<file path="src/pkg/ulpi_vendor_pkg.sv">
// constants and types of the ulpi vendor register bank
// Functional notes
// - immediate registers answer both immediate and extended addresses
// - vendor range is 30h to 3Fh, reached by immediate reads and writes
// - boost bits 6:5: 00 nominal, 01 reserved, 10 +7.4%, 11 +3.7%
// - headset audio mode on only while key bits 3:0 hold 1010
// - id code bits 2:0 report measured resistor class, 111 is error
// - done flag bit 3 sets when a 282 us conversion ends
// - reading the conversion register clears the done flag
// - reading code through carkit status leaves done flag untouched
// - start bit 4 launches conversion, clears itself on completion
// - with irq enable bit 6 set, done rising raises alt_int
// - effective irq enable is this bit ORed with carkit enable bit
// - conversion register: write 36h, set 37h, clear 38h, read all three
// - io power register: write 39h, set 3Ah, clear 3Bh, read all three
// - swap bit 1 exchanges data pins, in uart mode too
// - uart regulator level bits 3:2, default 01, used once transmit enabled
// - bits 4 and 5 connect charger pull-up to plus or minus pin
// - uart mode forces both data-pin pull-ups on
// - usb regulator level bits 7:6, default 00, used unless uart mode has transmit enabled
// - enabled done rising sets the carkit conversion latch
package ulpi_vendor_pkg;
    // ------------------------------------------------------------
    // addresses
    // ------------------------------------------------------------
    localparam logic [7:0] ADDR_VENDOR_LO = 8'h30;
    localparam logic [7:0] ADDR_VENDOR_HI = 8'h3F;
    localparam logic [7:0] ADDR_IMM_MASK = 8'h3F;
    localparam logic [7:0] ADDR_BOOST = 8'h31;
    localparam logic [7:0] ADDR_AUDIO = 8'h33;
    localparam logic [7:0] ADDR_CONV = 8'h36;
    localparam logic [7:0] ADDR_IOPM = 8'h39;
    localparam logic [7:0] ADDR_SET_OFS = 8'h01;
    localparam logic [7:0] ADDR_CLR_OFS = 8'h02;
    // ------------------------------------------------------------
    // fields and masks
    // ------------------------------------------------------------
    localparam logic [7:0] BOOST_MASK = 8'h60;
    localparam logic [7:0] AUDIO_MASK = 8'h0F;
    localparam logic [7:0] CONV_MASK = 8'h77;
    localparam logic [7:0] IOPM_MASK = 8'hFE;
    localparam int BOOST_LSB = 5;
    localparam int CONV_DONE = 3;
    localparam int CONV_START = 4;
    localparam int CONV_IEN = 6;
    localparam int IOPM_SWAP = 1;
    localparam int IOPM_UART_LSB = 2;
    localparam int IOPM_PU_PLUS = 4;
    localparam int IOPM_PU_MINUS = 5;
    localparam int IOPM_USB_LSB = 6;
    localparam logic [3:0] AUDIO_KEY = 4'hA;
    // ------------------------------------------------------------
    // reset values
    // ------------------------------------------------------------
    localparam logic [7:0] BOOST_RST = 8'h00;
    localparam logic [7:0] AUDIO_RST = 8'h00;
    localparam logic [7:0] CONV_RST = 8'h00;
    localparam logic [7:0] IOPM_RST = 8'h04;
    // ------------------------------------------------------------
    // timing
    // ------------------------------------------------------------
    localparam int CLK_PERIOD_PS = 5000;
    localparam int CONV_TIME_NS = 282000;
    localparam int CONV_CYCLES = (CONV_TIME_NS * 1000) / CLK_PERIOD_PS;
    // ------------------------------------------------------------
    // types
    // ------------------------------------------------------------
    typedef enum logic [1:0] {
        OP_NONE = 2'b00,
        OP_WRITE = 2'b01,
        OP_SET = 2'b10,
        OP_CLEAR = 2'b11
    } wr_op_t;
    typedef struct packed {
        logic rd;
        logic wr;
        logic ext;
        logic [7:0] addr;
        logic [7:0] wdata;
    } reg_req_t;
    typedef struct packed {
        logic valid;
        logic hit;
        logic [7:0] data;
    } reg_rsp_t;
    typedef struct packed {
        logic [1:0] boostLevel;
        logic headsetAudioEnable;
        logic linePairSwap;
        logic chargerPullupPlus;
        logic chargerPullupMinus;
        logic [1:0] regulatorLevel;
    } analog_ctrl_t;
endpackage : ulpi_vendor_pkg
</file>
<file path="src/hw/id_conv_timer.sv">
// id resistor conversion timer and result capture
`timescale 1ns/1ps
module id_conv_timer #(
    parameter int CYCLES = ulpi_vendor_pkg::CONV_CYCLES
) (
    input wire logic clk,
    input wire logic rst_n,
    input wire logic launch,
    input wire logic [2:0] sampleCode,
    output logic busy,
    output logic done,
    output logic [2:0] code
);
    // ------------------------------------------------------------
    // counter
    // ------------------------------------------------------------
    logic [31:0] count_r;
    wire lastCycle = (count_r == 32'(CYCLES - 1));

    always_ff @(posedge clk) begin
        if (!rst_n) begin
            busy <= 1'b0;
            done <= 1'b0;
            code <= 3'h0;
            count_r <= 32'h0;
        end else begin
            done <= 1'b0;
            if (launch) begin
                busy <= 1'b1;
                count_r <= 32'h0;
            end else if (busy && lastCycle) begin
                busy <= 1'b0;
                done <= 1'b1;
                code <= sampleCode;
            end else if (busy) begin
                count_r <= count_r + 32'h1;
            end
        end
    end
endmodule : id_conv_timer

</file>
<file path="src/hw/ulpi_phy_vendor_registers.sv">
// ulpi vendor register bank with id resistor conversion control
`timescale 1ns/1ps
module ulpi_phy_vendor_registers #(
    parameter int CONV_CYCLES = ulpi_vendor_pkg::CONV_CYCLES
) (
    input wire logic clk,
    input wire logic rst_n,
    input ulpi_vendor_pkg::reg_req_t req,
    output ulpi_vendor_pkg::reg_rsp_t rsp,
    input wire logic [2:0] idResistorSense,
    input wire logic carkitRidIntEnable,
    input wire logic uartMode,
    input wire logic serialTransmitEnable,
    output ulpi_vendor_pkg::analog_ctrl_t ctrl,
    output logic [2:0] idResistorCode,
    output logic idConversionDone,
    output logic altInt,
    output logic idConversionLatchSet
);
    // ------------------------------------------------------------
    // helpers
    // ------------------------------------------------------------
    function automatic ulpi_vendor_pkg::wr_op_t opFor(
        input logic [7:0] addr,
        input logic [7:0] base,
        input logic wr
    );
        ulpi_vendor_pkg::wr_op_t op;
        op = ulpi_vendor_pkg::OP_NONE;
        if (wr && addr == base) begin
            op = ulpi_vendor_pkg::OP_WRITE;
        end else if (wr && addr == base + ulpi_vendor_pkg::ADDR_SET_OFS) begin
            op = ulpi_vendor_pkg::OP_SET;
        end else if (wr && addr == base + ulpi_vendor_pkg::ADDR_CLR_OFS) begin
            op = ulpi_vendor_pkg::OP_CLEAR;
        end
        return op;
    endfunction : opFor

    function automatic logic [7:0] applyWr(
        input logic [7:0] cur,
        input logic [7:0] wd,
        input ulpi_vendor_pkg::wr_op_t op,
        input logic [7:0] mask
    );
        logic [7:0] v;
        v = cur;
        case (op)
            ulpi_vendor_pkg::OP_WRITE: v = wd;
            ulpi_vendor_pkg::OP_SET: v = cur | wd;
            ulpi_vendor_pkg::OP_CLEAR: v = cur & ~wd;
            default: v = cur;
        endcase
        return v & mask;
    endfunction : applyWr

    function automatic logic inGroup(input logic [7:0] addr, input logic [7:0] base);
        return addr >= base && addr <= base + ulpi_vendor_pkg::ADDR_CLR_OFS;
    endfunction : inGroup

    // ------------------------------------------------------------
    // address decode
    // ------------------------------------------------------------
    logic [7:0] boost_r;
    logic [7:0] audio_r;
    logic [7:0] conv_r;
    logic [7:0] iopm_r;
    logic doneFlag_r;

    wire [7:0] effAddr = req.ext ? req.addr : (req.addr & ulpi_vendor_pkg::ADDR_IMM_MASK);
    wire inVendor = effAddr >= ulpi_vendor_pkg::ADDR_VENDOR_LO
        && effAddr <= ulpi_vendor_pkg::ADDR_VENDOR_HI;
    wire wrBoost = req.wr && effAddr == ulpi_vendor_pkg::ADDR_BOOST;
    wire wrAudio = req.wr && effAddr == ulpi_vendor_pkg::ADDR_AUDIO;
    ulpi_vendor_pkg::wr_op_t opConv;
    ulpi_vendor_pkg::wr_op_t opIopm;
    assign opConv = opFor(effAddr, ulpi_vendor_pkg::ADDR_CONV, req.wr);
    assign opIopm = opFor(effAddr, ulpi_vendor_pkg::ADDR_IOPM, req.wr);
    wire selConv = inGroup(effAddr, ulpi_vendor_pkg::ADDR_CONV);
    wire selIopm = inGroup(effAddr, ulpi_vendor_pkg::ADDR_IOPM);
    wire readConv = req.rd && selConv;

    // ------------------------------------------------------------
    // id resistor sense synchroniser
    // ------------------------------------------------------------
    logic [2:0] senseS1_r;
    logic [2:0] senseS2_r;
    logic [2:0] senseS3_r;
    logic [2:0] senseStable_r;

    always_ff @(posedge clk) begin
        if (!rst_n) begin
            senseS1_r <= 3'h0;
            senseS2_r <= 3'h0;
            senseS3_r <= 3'h0;
            senseStable_r <= 3'h0;
        end else begin
            senseS1_r <= idResistorSense;
            senseS2_r <= senseS1_r;
            senseS3_r <= senseS2_r;
            if (senseS2_r == senseS3_r) begin
                senseStable_r <= senseS3_r;
            end
        end
    end

    // ------------------------------------------------------------
    // conversion timer
    // ------------------------------------------------------------
    logic timerBusy;
    logic timerDone;
    logic [2:0] timerCode;
    wire launch = conv_r[ulpi_vendor_pkg::CONV_START] && !timerBusy && !timerDone;

    id_conv_timer #(.CYCLES(CONV_CYCLES)) u_timer (
        .clk(clk),
        .rst_n(rst_n),
        .launch(launch),
        .sampleCode(senseStable_r),
        .busy(timerBusy),
        .done(timerDone),
        .code(timerCode)
    );

    // ------------------------------------------------------------
    // next register values
    // ------------------------------------------------------------
    wire [7:0] convWr = applyWr(conv_r, req.wdata, opConv, ulpi_vendor_pkg::CONV_MASK);
    wire [7:0] conv_nxt = timerDone
        ? {convWr[7:5], 1'b0, convWr[3], timerCode}
        : convWr;
    // only a vendor-side read clears; carkit status reads are not seen here
    wire doneFlag_nxt = timerDone | (doneFlag_r & ~readConv);
    wire doneRise = doneFlag_nxt & ~doneFlag_r;
    wire effIrqEnable = conv_r[ulpi_vendor_pkg::CONV_IEN] | carkitRidIntEnable;
    wire [7:0] iopm_nxt = applyWr(iopm_r, req.wdata, opIopm, ulpi_vendor_pkg::IOPM_MASK);
    wire [7:0] boost_nxt = wrBoost
        ? (req.wdata & ulpi_vendor_pkg::BOOST_MASK) : boost_r;
    wire [7:0] audio_nxt = wrAudio
        ? (req.wdata & ulpi_vendor_pkg::AUDIO_MASK) : audio_r;
    wire uartActive = uartMode && serialTransmitEnable;
    wire [1:0] uartLevel = iopm_r[ulpi_vendor_pkg::IOPM_UART_LSB +: 2];
    wire [1:0] usbLevel = iopm_r[ulpi_vendor_pkg::IOPM_USB_LSB +: 2];
    wire [7:0] convRead = {conv_r[7:4], doneFlag_r, conv_r[2:0]};

    // ------------------------------------------------------------
    // read mux
    // ------------------------------------------------------------
    wire [7:0] readData = selConv ? convRead
        : selIopm ? iopm_r
        : effAddr == ulpi_vendor_pkg::ADDR_BOOST ? boost_r
        : effAddr == ulpi_vendor_pkg::ADDR_AUDIO ? audio_r
        : 8'h00;

    // ------------------------------------------------------------
    // registers
    // ------------------------------------------------------------
    always_ff @(posedge clk) begin
        if (!rst_n) begin
            boost_r <= ulpi_vendor_pkg::BOOST_RST;
            audio_r <= ulpi_vendor_pkg::AUDIO_RST;
            conv_r <= ulpi_vendor_pkg::CONV_RST;
            iopm_r <= ulpi_vendor_pkg::IOPM_RST;
            doneFlag_r <= 1'b0;
        end else begin
            boost_r <= boost_nxt;
            audio_r <= audio_nxt;
            conv_r <= conv_nxt;
            iopm_r <= iopm_nxt;
            doneFlag_r <= doneFlag_nxt;
        end
    end

    always_ff @(posedge clk) begin
        if (!rst_n) begin
            rsp <= '0;
            altInt <= 1'b0;
            idConversionLatchSet <= 1'b0;
        end else begin
            rsp.valid <= req.rd;
            rsp.hit <= req.rd && inVendor;
            rsp.data <= req.rd ? readData : 8'h00;
            altInt <= doneRise && effIrqEnable;
            idConversionLatchSet <= doneRise && effIrqEnable;
        end
    end

    // ------------------------------------------------------------
    // analog controls
    // ------------------------------------------------------------
    always_ff @(posedge clk) begin
        if (!rst_n) begin
            ctrl <= '0;
            idResistorCode <= 3'h0;
            idConversionDone <= 1'b0;
        end else begin
            ctrl.boostLevel <= boost_r[ulpi_vendor_pkg::BOOST_LSB +: 2];
            ctrl.headsetAudioEnable <= audio_r[3:0] == ulpi_vendor_pkg::AUDIO_KEY;
            ctrl.linePairSwap <= iopm_r[ulpi_vendor_pkg::IOPM_SWAP];
            ctrl.chargerPullupPlus <= iopm_r[ulpi_vendor_pkg::IOPM_PU_PLUS] | uartMode;
            ctrl.chargerPullupMinus <= iopm_r[ulpi_vendor_pkg::IOPM_PU_MINUS] | uartMode;
            ctrl.regulatorLevel <= uartActive ? uartLevel : usbLevel;
            idResistorCode <= conv_r[2:0];
            idConversionDone <= doneFlag_r;
        end
    end

    // ------------------------------------------------------------
    // checks
    // ------------------------------------------------------------
    logic [31:0] sinceLaunch_r;
    always_ff @(posedge clk) begin
        if (!rst_n) begin
            sinceLaunch_r <= 32'h0;
        end else begin
            sinceLaunch_r <= launch ? 32'h1 : sinceLaunch_r + 32'h1;
        end
    end

    property p_conv_time;
        @(posedge clk) disable iff (!rst_n)
        timerDone |-> sinceLaunch_r == 32'(CONV_CYCLES + 1);
    endproperty
    a_conv_time: assert property (p_conv_time) else $error("conversion length wrong");

    property p_done_sets;
        @(posedge clk) disable iff (!rst_n)
        timerDone |=> doneFlag_r && !conv_r[ulpi_vendor_pkg::CONV_START];
    endproperty
    a_done_sets: assert property (p_done_sets) else $error("done or start wrong");

    property p_read_clears;
        @(posedge clk) disable iff (!rst_n)
        readConv && !timerDone |=> !doneFlag_r;
    endproperty
    a_read_clears: assert property (p_read_clears) else $error("done not cleared");

    property p_alt_int;
        @(posedge clk) disable iff (!rst_n)
        altInt == ($rose(doneFlag_r)
            && $past(conv_r[ulpi_vendor_pkg::CONV_IEN] | carkitRidIntEnable));
    endproperty
    a_alt_int: assert property (p_alt_int) else $error("alt_int mismatch");

    property p_headset;
        @(posedge clk) disable iff (!rst_n)
        wrAudio |=> ##1 ctrl.headsetAudioEnable == ($past(req.wdata[3:0], 2) == 4'hA);
    endproperty
    a_headset: assert property (p_headset) else $error("headset key decode wrong");

    property p_iopm_set;
        @(posedge clk) disable iff (!rst_n)
        opIopm == ulpi_vendor_pkg::OP_SET
        |=> iopm_r == (($past(iopm_r) | $past(req.wdata)) & 8'hFE);
    endproperty
    a_iopm_set: assert property (p_iopm_set) else $error("set access wrong");

    property p_uart_pullup;
        @(posedge clk) disable iff (!rst_n)
        uartMode |=> ctrl.chargerPullupPlus && ctrl.chargerPullupMinus;
    endproperty
    a_uart_pullup: assert property (p_uart_pullup) else $error("uart pull-up off");

    property p_reserved;
        @(posedge clk) disable iff (!rst_n)
        !iopm_r[0] && !conv_r[7] && !boost_r[7] && audio_r[7:4] == 4'h0;
    endproperty
    a_reserved: assert property (p_reserved) else $error("reserved bit set");

    property p_regulator;
        @(posedge clk) disable iff (!rst_n)
        uartActive |=> ctrl.regulatorLevel == $past(iopm_r[3:2]);
    endproperty
    a_regulator: assert property (p_regulator) else $error("uart regulator level wrong");

    property p_latch;
        @(posedge clk) disable iff (!rst_n)
        idConversionLatchSet == ($rose(doneFlag_r)
            && $past(conv_r[ulpi_vendor_pkg::CONV_IEN] | carkitRidIntEnable));
    endproperty
    a_latch: assert property (p_latch) else $error("latch pulse mismatch");

    property p_boost;
        @(posedge clk) disable iff (!rst_n)
        wrBoost |=> ##1
            ctrl.boostLevel == $past(req.wdata[ulpi_vendor_pkg::BOOST_LSB +: 2], 2);
    endproperty
    a_boost: assert property (p_boost) else $error("boost level wrong");

    property p_iopm_clear;
        @(posedge clk) disable iff (!rst_n)
        opIopm == ulpi_vendor_pkg::OP_CLEAR
        |=> iopm_r == ($past(iopm_r) & ~$past(req.wdata) & ulpi_vendor_pkg::IOPM_MASK);
    endproperty
    a_iopm_clear: assert property (p_iopm_clear) else $error("clear access wrong");

    property p_conv_set;
        @(posedge clk) disable iff (!rst_n)
        opConv == ulpi_vendor_pkg::OP_SET && !timerDone
        |=> conv_r == (($past(conv_r) | $past(req.wdata)) & ulpi_vendor_pkg::CONV_MASK);
    endproperty
    a_conv_set: assert property (p_conv_set) else $error("conversion set wrong");

    property p_unmapped;
        @(posedge clk) disable iff (!rst_n)
        req.rd && !inVendor |=> rsp.valid && !rsp.hit && rsp.data == 8'h00;
    endproperty
    a_unmapped: assert property (p_unmapped) else $error("unmapped read answered");

    property p_launch;
        @(posedge clk) disable iff (!rst_n)
        launch |=> timerBusy;
    endproperty
    a_launch: assert property (p_launch) else $error("conversion not started");
endmodule : ulpi_phy_vendor_registers

</file>
<file path="config.mk">
export PLATFORM = sky130hd
export DESIGN_NAME = ulpi_phy_vendor_registers
export DESIGN_NICKNAME = d
export VERILOG_FILES = /design/src/pkg/ulpi_vendor_pkg.sv /design/src/hw/id_conv_timer.sv /design/src/hw/ulpi_phy_vendor_registers.sv
export SDC_FILE = /design/constraint.sdc
export NUM_CORES = 1
export LEC_CHECK = 0
export ABC_AREA = 0
export BUFFER_PORTS_ARGS = -buffer_cell sky130_fd_sc_hd__buf_2
export CAP_MARGIN = 0
export CORE_AREA = 5 5 102 104
export DETAILED_ROUTE_END_ITERATION = 10
export DIE_AREA = 0 0 107 109
export GPL_TIMING_DRIVEN = 0
export PLACE_DENSITY = 0.58
export SLEW_MARGIN = 40
export SYNTH_ARGS = -nofsm -noshare
export SYNTH_HDL_FRONTEND = slang
export SYNTH_SLANG_ARGS = --single-unit
</file>
<file path="constraint.sdc">
create_clock -name clk -period 5.2 [get_ports clk]
set_clock_uncertainty 0.1 [all_clocks]
set_input_delay 1.56 -clock clk [delete_from_list [all_inputs] [get_ports clk]]
set_output_delay 1.56 -clock clk [all_outputs]
set_load 0.02 [all_outputs]
</file>
==> results.sh <==
export IMPL_setup_violations=0
export IMPL_synthDistinctLibCells=48
export IMPL_p_leak_nw=1.79
export IMPL_ys_warn_count=0
export IMPL_antennaDiodeCount=0
export IMPL_cts_hold_buf=0
export IMPL_area_growth_pct=16.3
export IMPL_slew_limit_headroom_pct=48.3
export IMPL_htreeDepth=3
export IMPL_grt_use_total_pct=17.8
export IMPL_fin_tns_setup_ns=0
export IMPL_powerDensity_mw_per_mm2=300
export IMPL_maxSlewViolCount=0
export IMPL_hold_viol_final=0
export IMPL_rows=36
export IMPL_dpl_cell_area_mm2=0.00442
export IMPL_wire_per_inst_um=15.7
export IMPL_place_ws_ns=1.65
export IMPL_drtPass1Iterations=5
export IMPL_clockBufferDepth=2
export IMPL_die_h_um=109
export IMPL_drive_gt1_share_pct=14.4
export IMPL_critPathCaptureType="flop"
export IMPL_die_x_um=107
export IMPL_tightest_slew_ns=0.768
export IMPL_cts_resized=0
export IMPL_overflow=0
export IMPL_cp_slowest_cell="or4b_1"
export IMPL_grt_pass1_wl_um=16600
export IMPL_antenna_found_initial=0
export IMPL_hpwlAfterDp_um=7350
export IMPL_grt_pass1_vias=3418
export IMPL_final_nets=551
export IMPL_grt_start_max_net_pins=16
export IMPL_crit_chain="clkbuf_1, or4b_1, a211oi_2, a222oi_1, nor2_1"
export IMPL_vias=3675
export IMPL_cp_start_kind="input port"
export IMPL_start_util_pct=42.5
export IMPL_max_stage_delay_ns=0.66
export IMPL_required_ns=5.39
export IMPL_ys_ff_latch=92
export IMPL_worstPathArrival_ns=3.43
export IMPL_die_area_mm2=0.0117
export IMPL_gp_congestion=0.861
export IMPL_setup_slack_ns=1.97
export IMPL_ys_flop_type="dfxtp_1"
export IMPL_numCtsBuffers=9
export IMPL_clk_latency_ns=0.35
export IMPL_numPortBuffers=49
export IMPL_drt_iter0_markers=167
export IMPL_syn_nets=491
export IMPL_status="complete, no violations"
export IMPL_wl_um=10000
export IMPL_async_reset_ff_share_pct=0
export IMPL_syn_inst=463
export IMPL_cts_tree="done"
export IMPL_clockRootBuffer="clkbuf_8"
export IMPL_synth_seq_area_share_pct=45.8
export IMPL_min_period_over_period_pct=62.2
export IMPL_cts_setup_buffers=0
export IMPL_synth_edf_count=0
export IMPL_io_pins=51
export IMPL_rsz0062_at_grt="no"
export IMPL_hp_class="reg2reg"
export IMPL_numClockSinks=92
export IMPL_core_mm2=0.00946
export IMPL_peakVddDrop_mv=0.154
export IMPL_fmax_mhz=309
export IMPL_avgSynthCellArea_um2=8.69
export IMPL_design_area_mm2=0.00468
export IMPL_synthesis_area_mm2=0.00402
export IMPL_cts_reportedPaths_clkPinSlew_ns=0.09
export IMPL_vias_per_cell=5.73
export IMPL_drt_drc_violations_left=0
export IMPL_period_needed_ns=3.23
export IMPL_antenna_left=0
export IMPL_crit_type="in2reg"
export IMPL_maxCapViolCount=0
export IMPL_crit_fanout=9
per-layer routing:
| layer | routed length [µm] | global-route usage, % | vias up |
|---|---|---|---|
| met1 | 4470 | 21.8 | 1707 |
| met3 | 550 | 3.49 | 20 |
| met5 | 0 | 0 | - |
| met4 | 295 | 8.40 | 0 |
| met2 | 4730 | 30.0 | 112 |
| li1 | - | - | 1836 |
layout make-up:
type | instances | area (µm²)
Clock buffer | 9 | 124
Inverter | 15 | 56.3
Timing Repair Buffer | 49 | 245
Buffer | 25 | 105
Sequential cell | 92 | 1840
Clock inverter | 6 | 136
Fill cell | 954 | 4780
Multi-Input combinational cell | 331 | 2030
Tap cell | 114 | 143
layout by cell type, fill, tap and decap left out, drive strengths merged, types with 5 or more instances in the layout:
cell type | netlist | routed
dfxtp | 92 | 92
buf | 5 | 54
nand2 | 50 | 50
a21oi | 35 | 35
clkbuf | 20 | 29
nand3 | 24 | 24
nor2 | 22 | 22
inv | 15 | 16
o21ai | 15 | 15
and2 | 15 | 15
nor4 | 14 | 14
or4 | 13 | 13
o31ai | 13 | 13
mux2i | 13 | 13
and3 | 11 | 11
nor3 | 11 | 11
nand4 | 9 | 9
or3 | 9 | 9
and4 | 7 | 7
o22ai | 6 | 6
xnor2 | 5 | 5
xor2 | 5 | 5
a222oi | 5 | 5
critical path, delay by kind of cell:
kind	cells	cell delay, ns
buffers and inverters	1	0.18
AOI/OAI and AO/OA	2	0.89
and+or+nand+nor	2	0.80
state kept, by name, summed over array words and instances, names as in the netlist, 4 cells and up:
signal	cells
audio_r	4
conv_r	6
ctrl	8
iopm_r	7
rsp	10
u_timer.count_r	32
cell usage after synthesis, drive strengths merged, types with 2 or more instances:
library cell  instances  area, µm²
a2111oi               3       26.3
a211oi                2       25.0
a21oi                35        175
a222oi                5       50.1
a22oi                 4       30.0
a31oi                 3       18.8
and2                 15       93.8
and3                 11       68.8
and3b                 3       26.3
and4                  7       61.3
buf                   5       26.3
clkbuf               20       78.8
dfxtp                92       1840
inv                  15       56.3
mux2i                13        130
nand2                50        188
nand2b                4       25.0
nand3                24        120
nand3b                4       30.0
nand4                 9       56.3
nand4b                2       17.5
nor2                 22       82.6
nor2b                 2       12.5
nor3                 11       55.1
nor4                 14       87.6
nor4b                 4       35.0
o21a                  4       30.0
o21ai                15       75.1
o221ai                4       35.0
o22ai                 6       37.5
o31ai                13       97.6
or3                   9       56.3
or4                  13       97.6
xnor2                 5       43.8
xor2                  5       43.8
power breakdown:
| part | total (W) | internal [W] | switching (W) |
|---|---|---|---|
| Combinational | 0.0000687 | 0.0000228 | 0.0000459 |
| Sequential | 0.000712 | 0.000710 | 0.00000244 |
| Clock | 0.000622 | 0.000367 | 0.000255 |
| Total | 0.00140 | 0.00110 | 0.000303 |
logic make-up after synthesis:
family                     after synthesis  share of synthesized area (%)
adders and majority gates                1                          0.311
muxes                                   13                           3.23
buffers and inverters                   40                           4.01
AOI/OAI and AO/OA                       99                           16.0
and+or+nand+nor                        208                           28.5
xor gates and xnor gates                10                           2.18
DFF                                     92                           45.8
worst paths after layout:
kind / start / to / slack [ns] / cells past startpoint
hold reg to reg: senseS1_r[1] / senseS2_r[1] / 0.34 / 1
hold / removal: senseS1_r[1] / senseS2_r[1] / 0.34 / 1
setup / recovery: req[8] / rsp[6] / 1.97 / 5
setup reg to reg: u_timer.count_r[0] / u_timer.count_r[30] / 2.79 / 7
through the flow:
| stage | std cells | util [%] | total power [W] | hold WS [ns] |
|---|---|---|---|---|
| final | 641 | 49.5 | 0.00140 | 0.337 |
| after global routing | 641 | 49.5 | 0.00146 | 0.354 |
| after CTS | 641 | 49.5 | 0.00142 | 0.342 |
| after detailed placement | 626 | 46.7 | 0.000797 | 0.321 |
| after global placement | 626 | 46.6 | 0.000797 | 0.313 |
| after floorplan | 463 | - | 0.000766 | 0.312 |
Power figures use the tool's default switching activity.
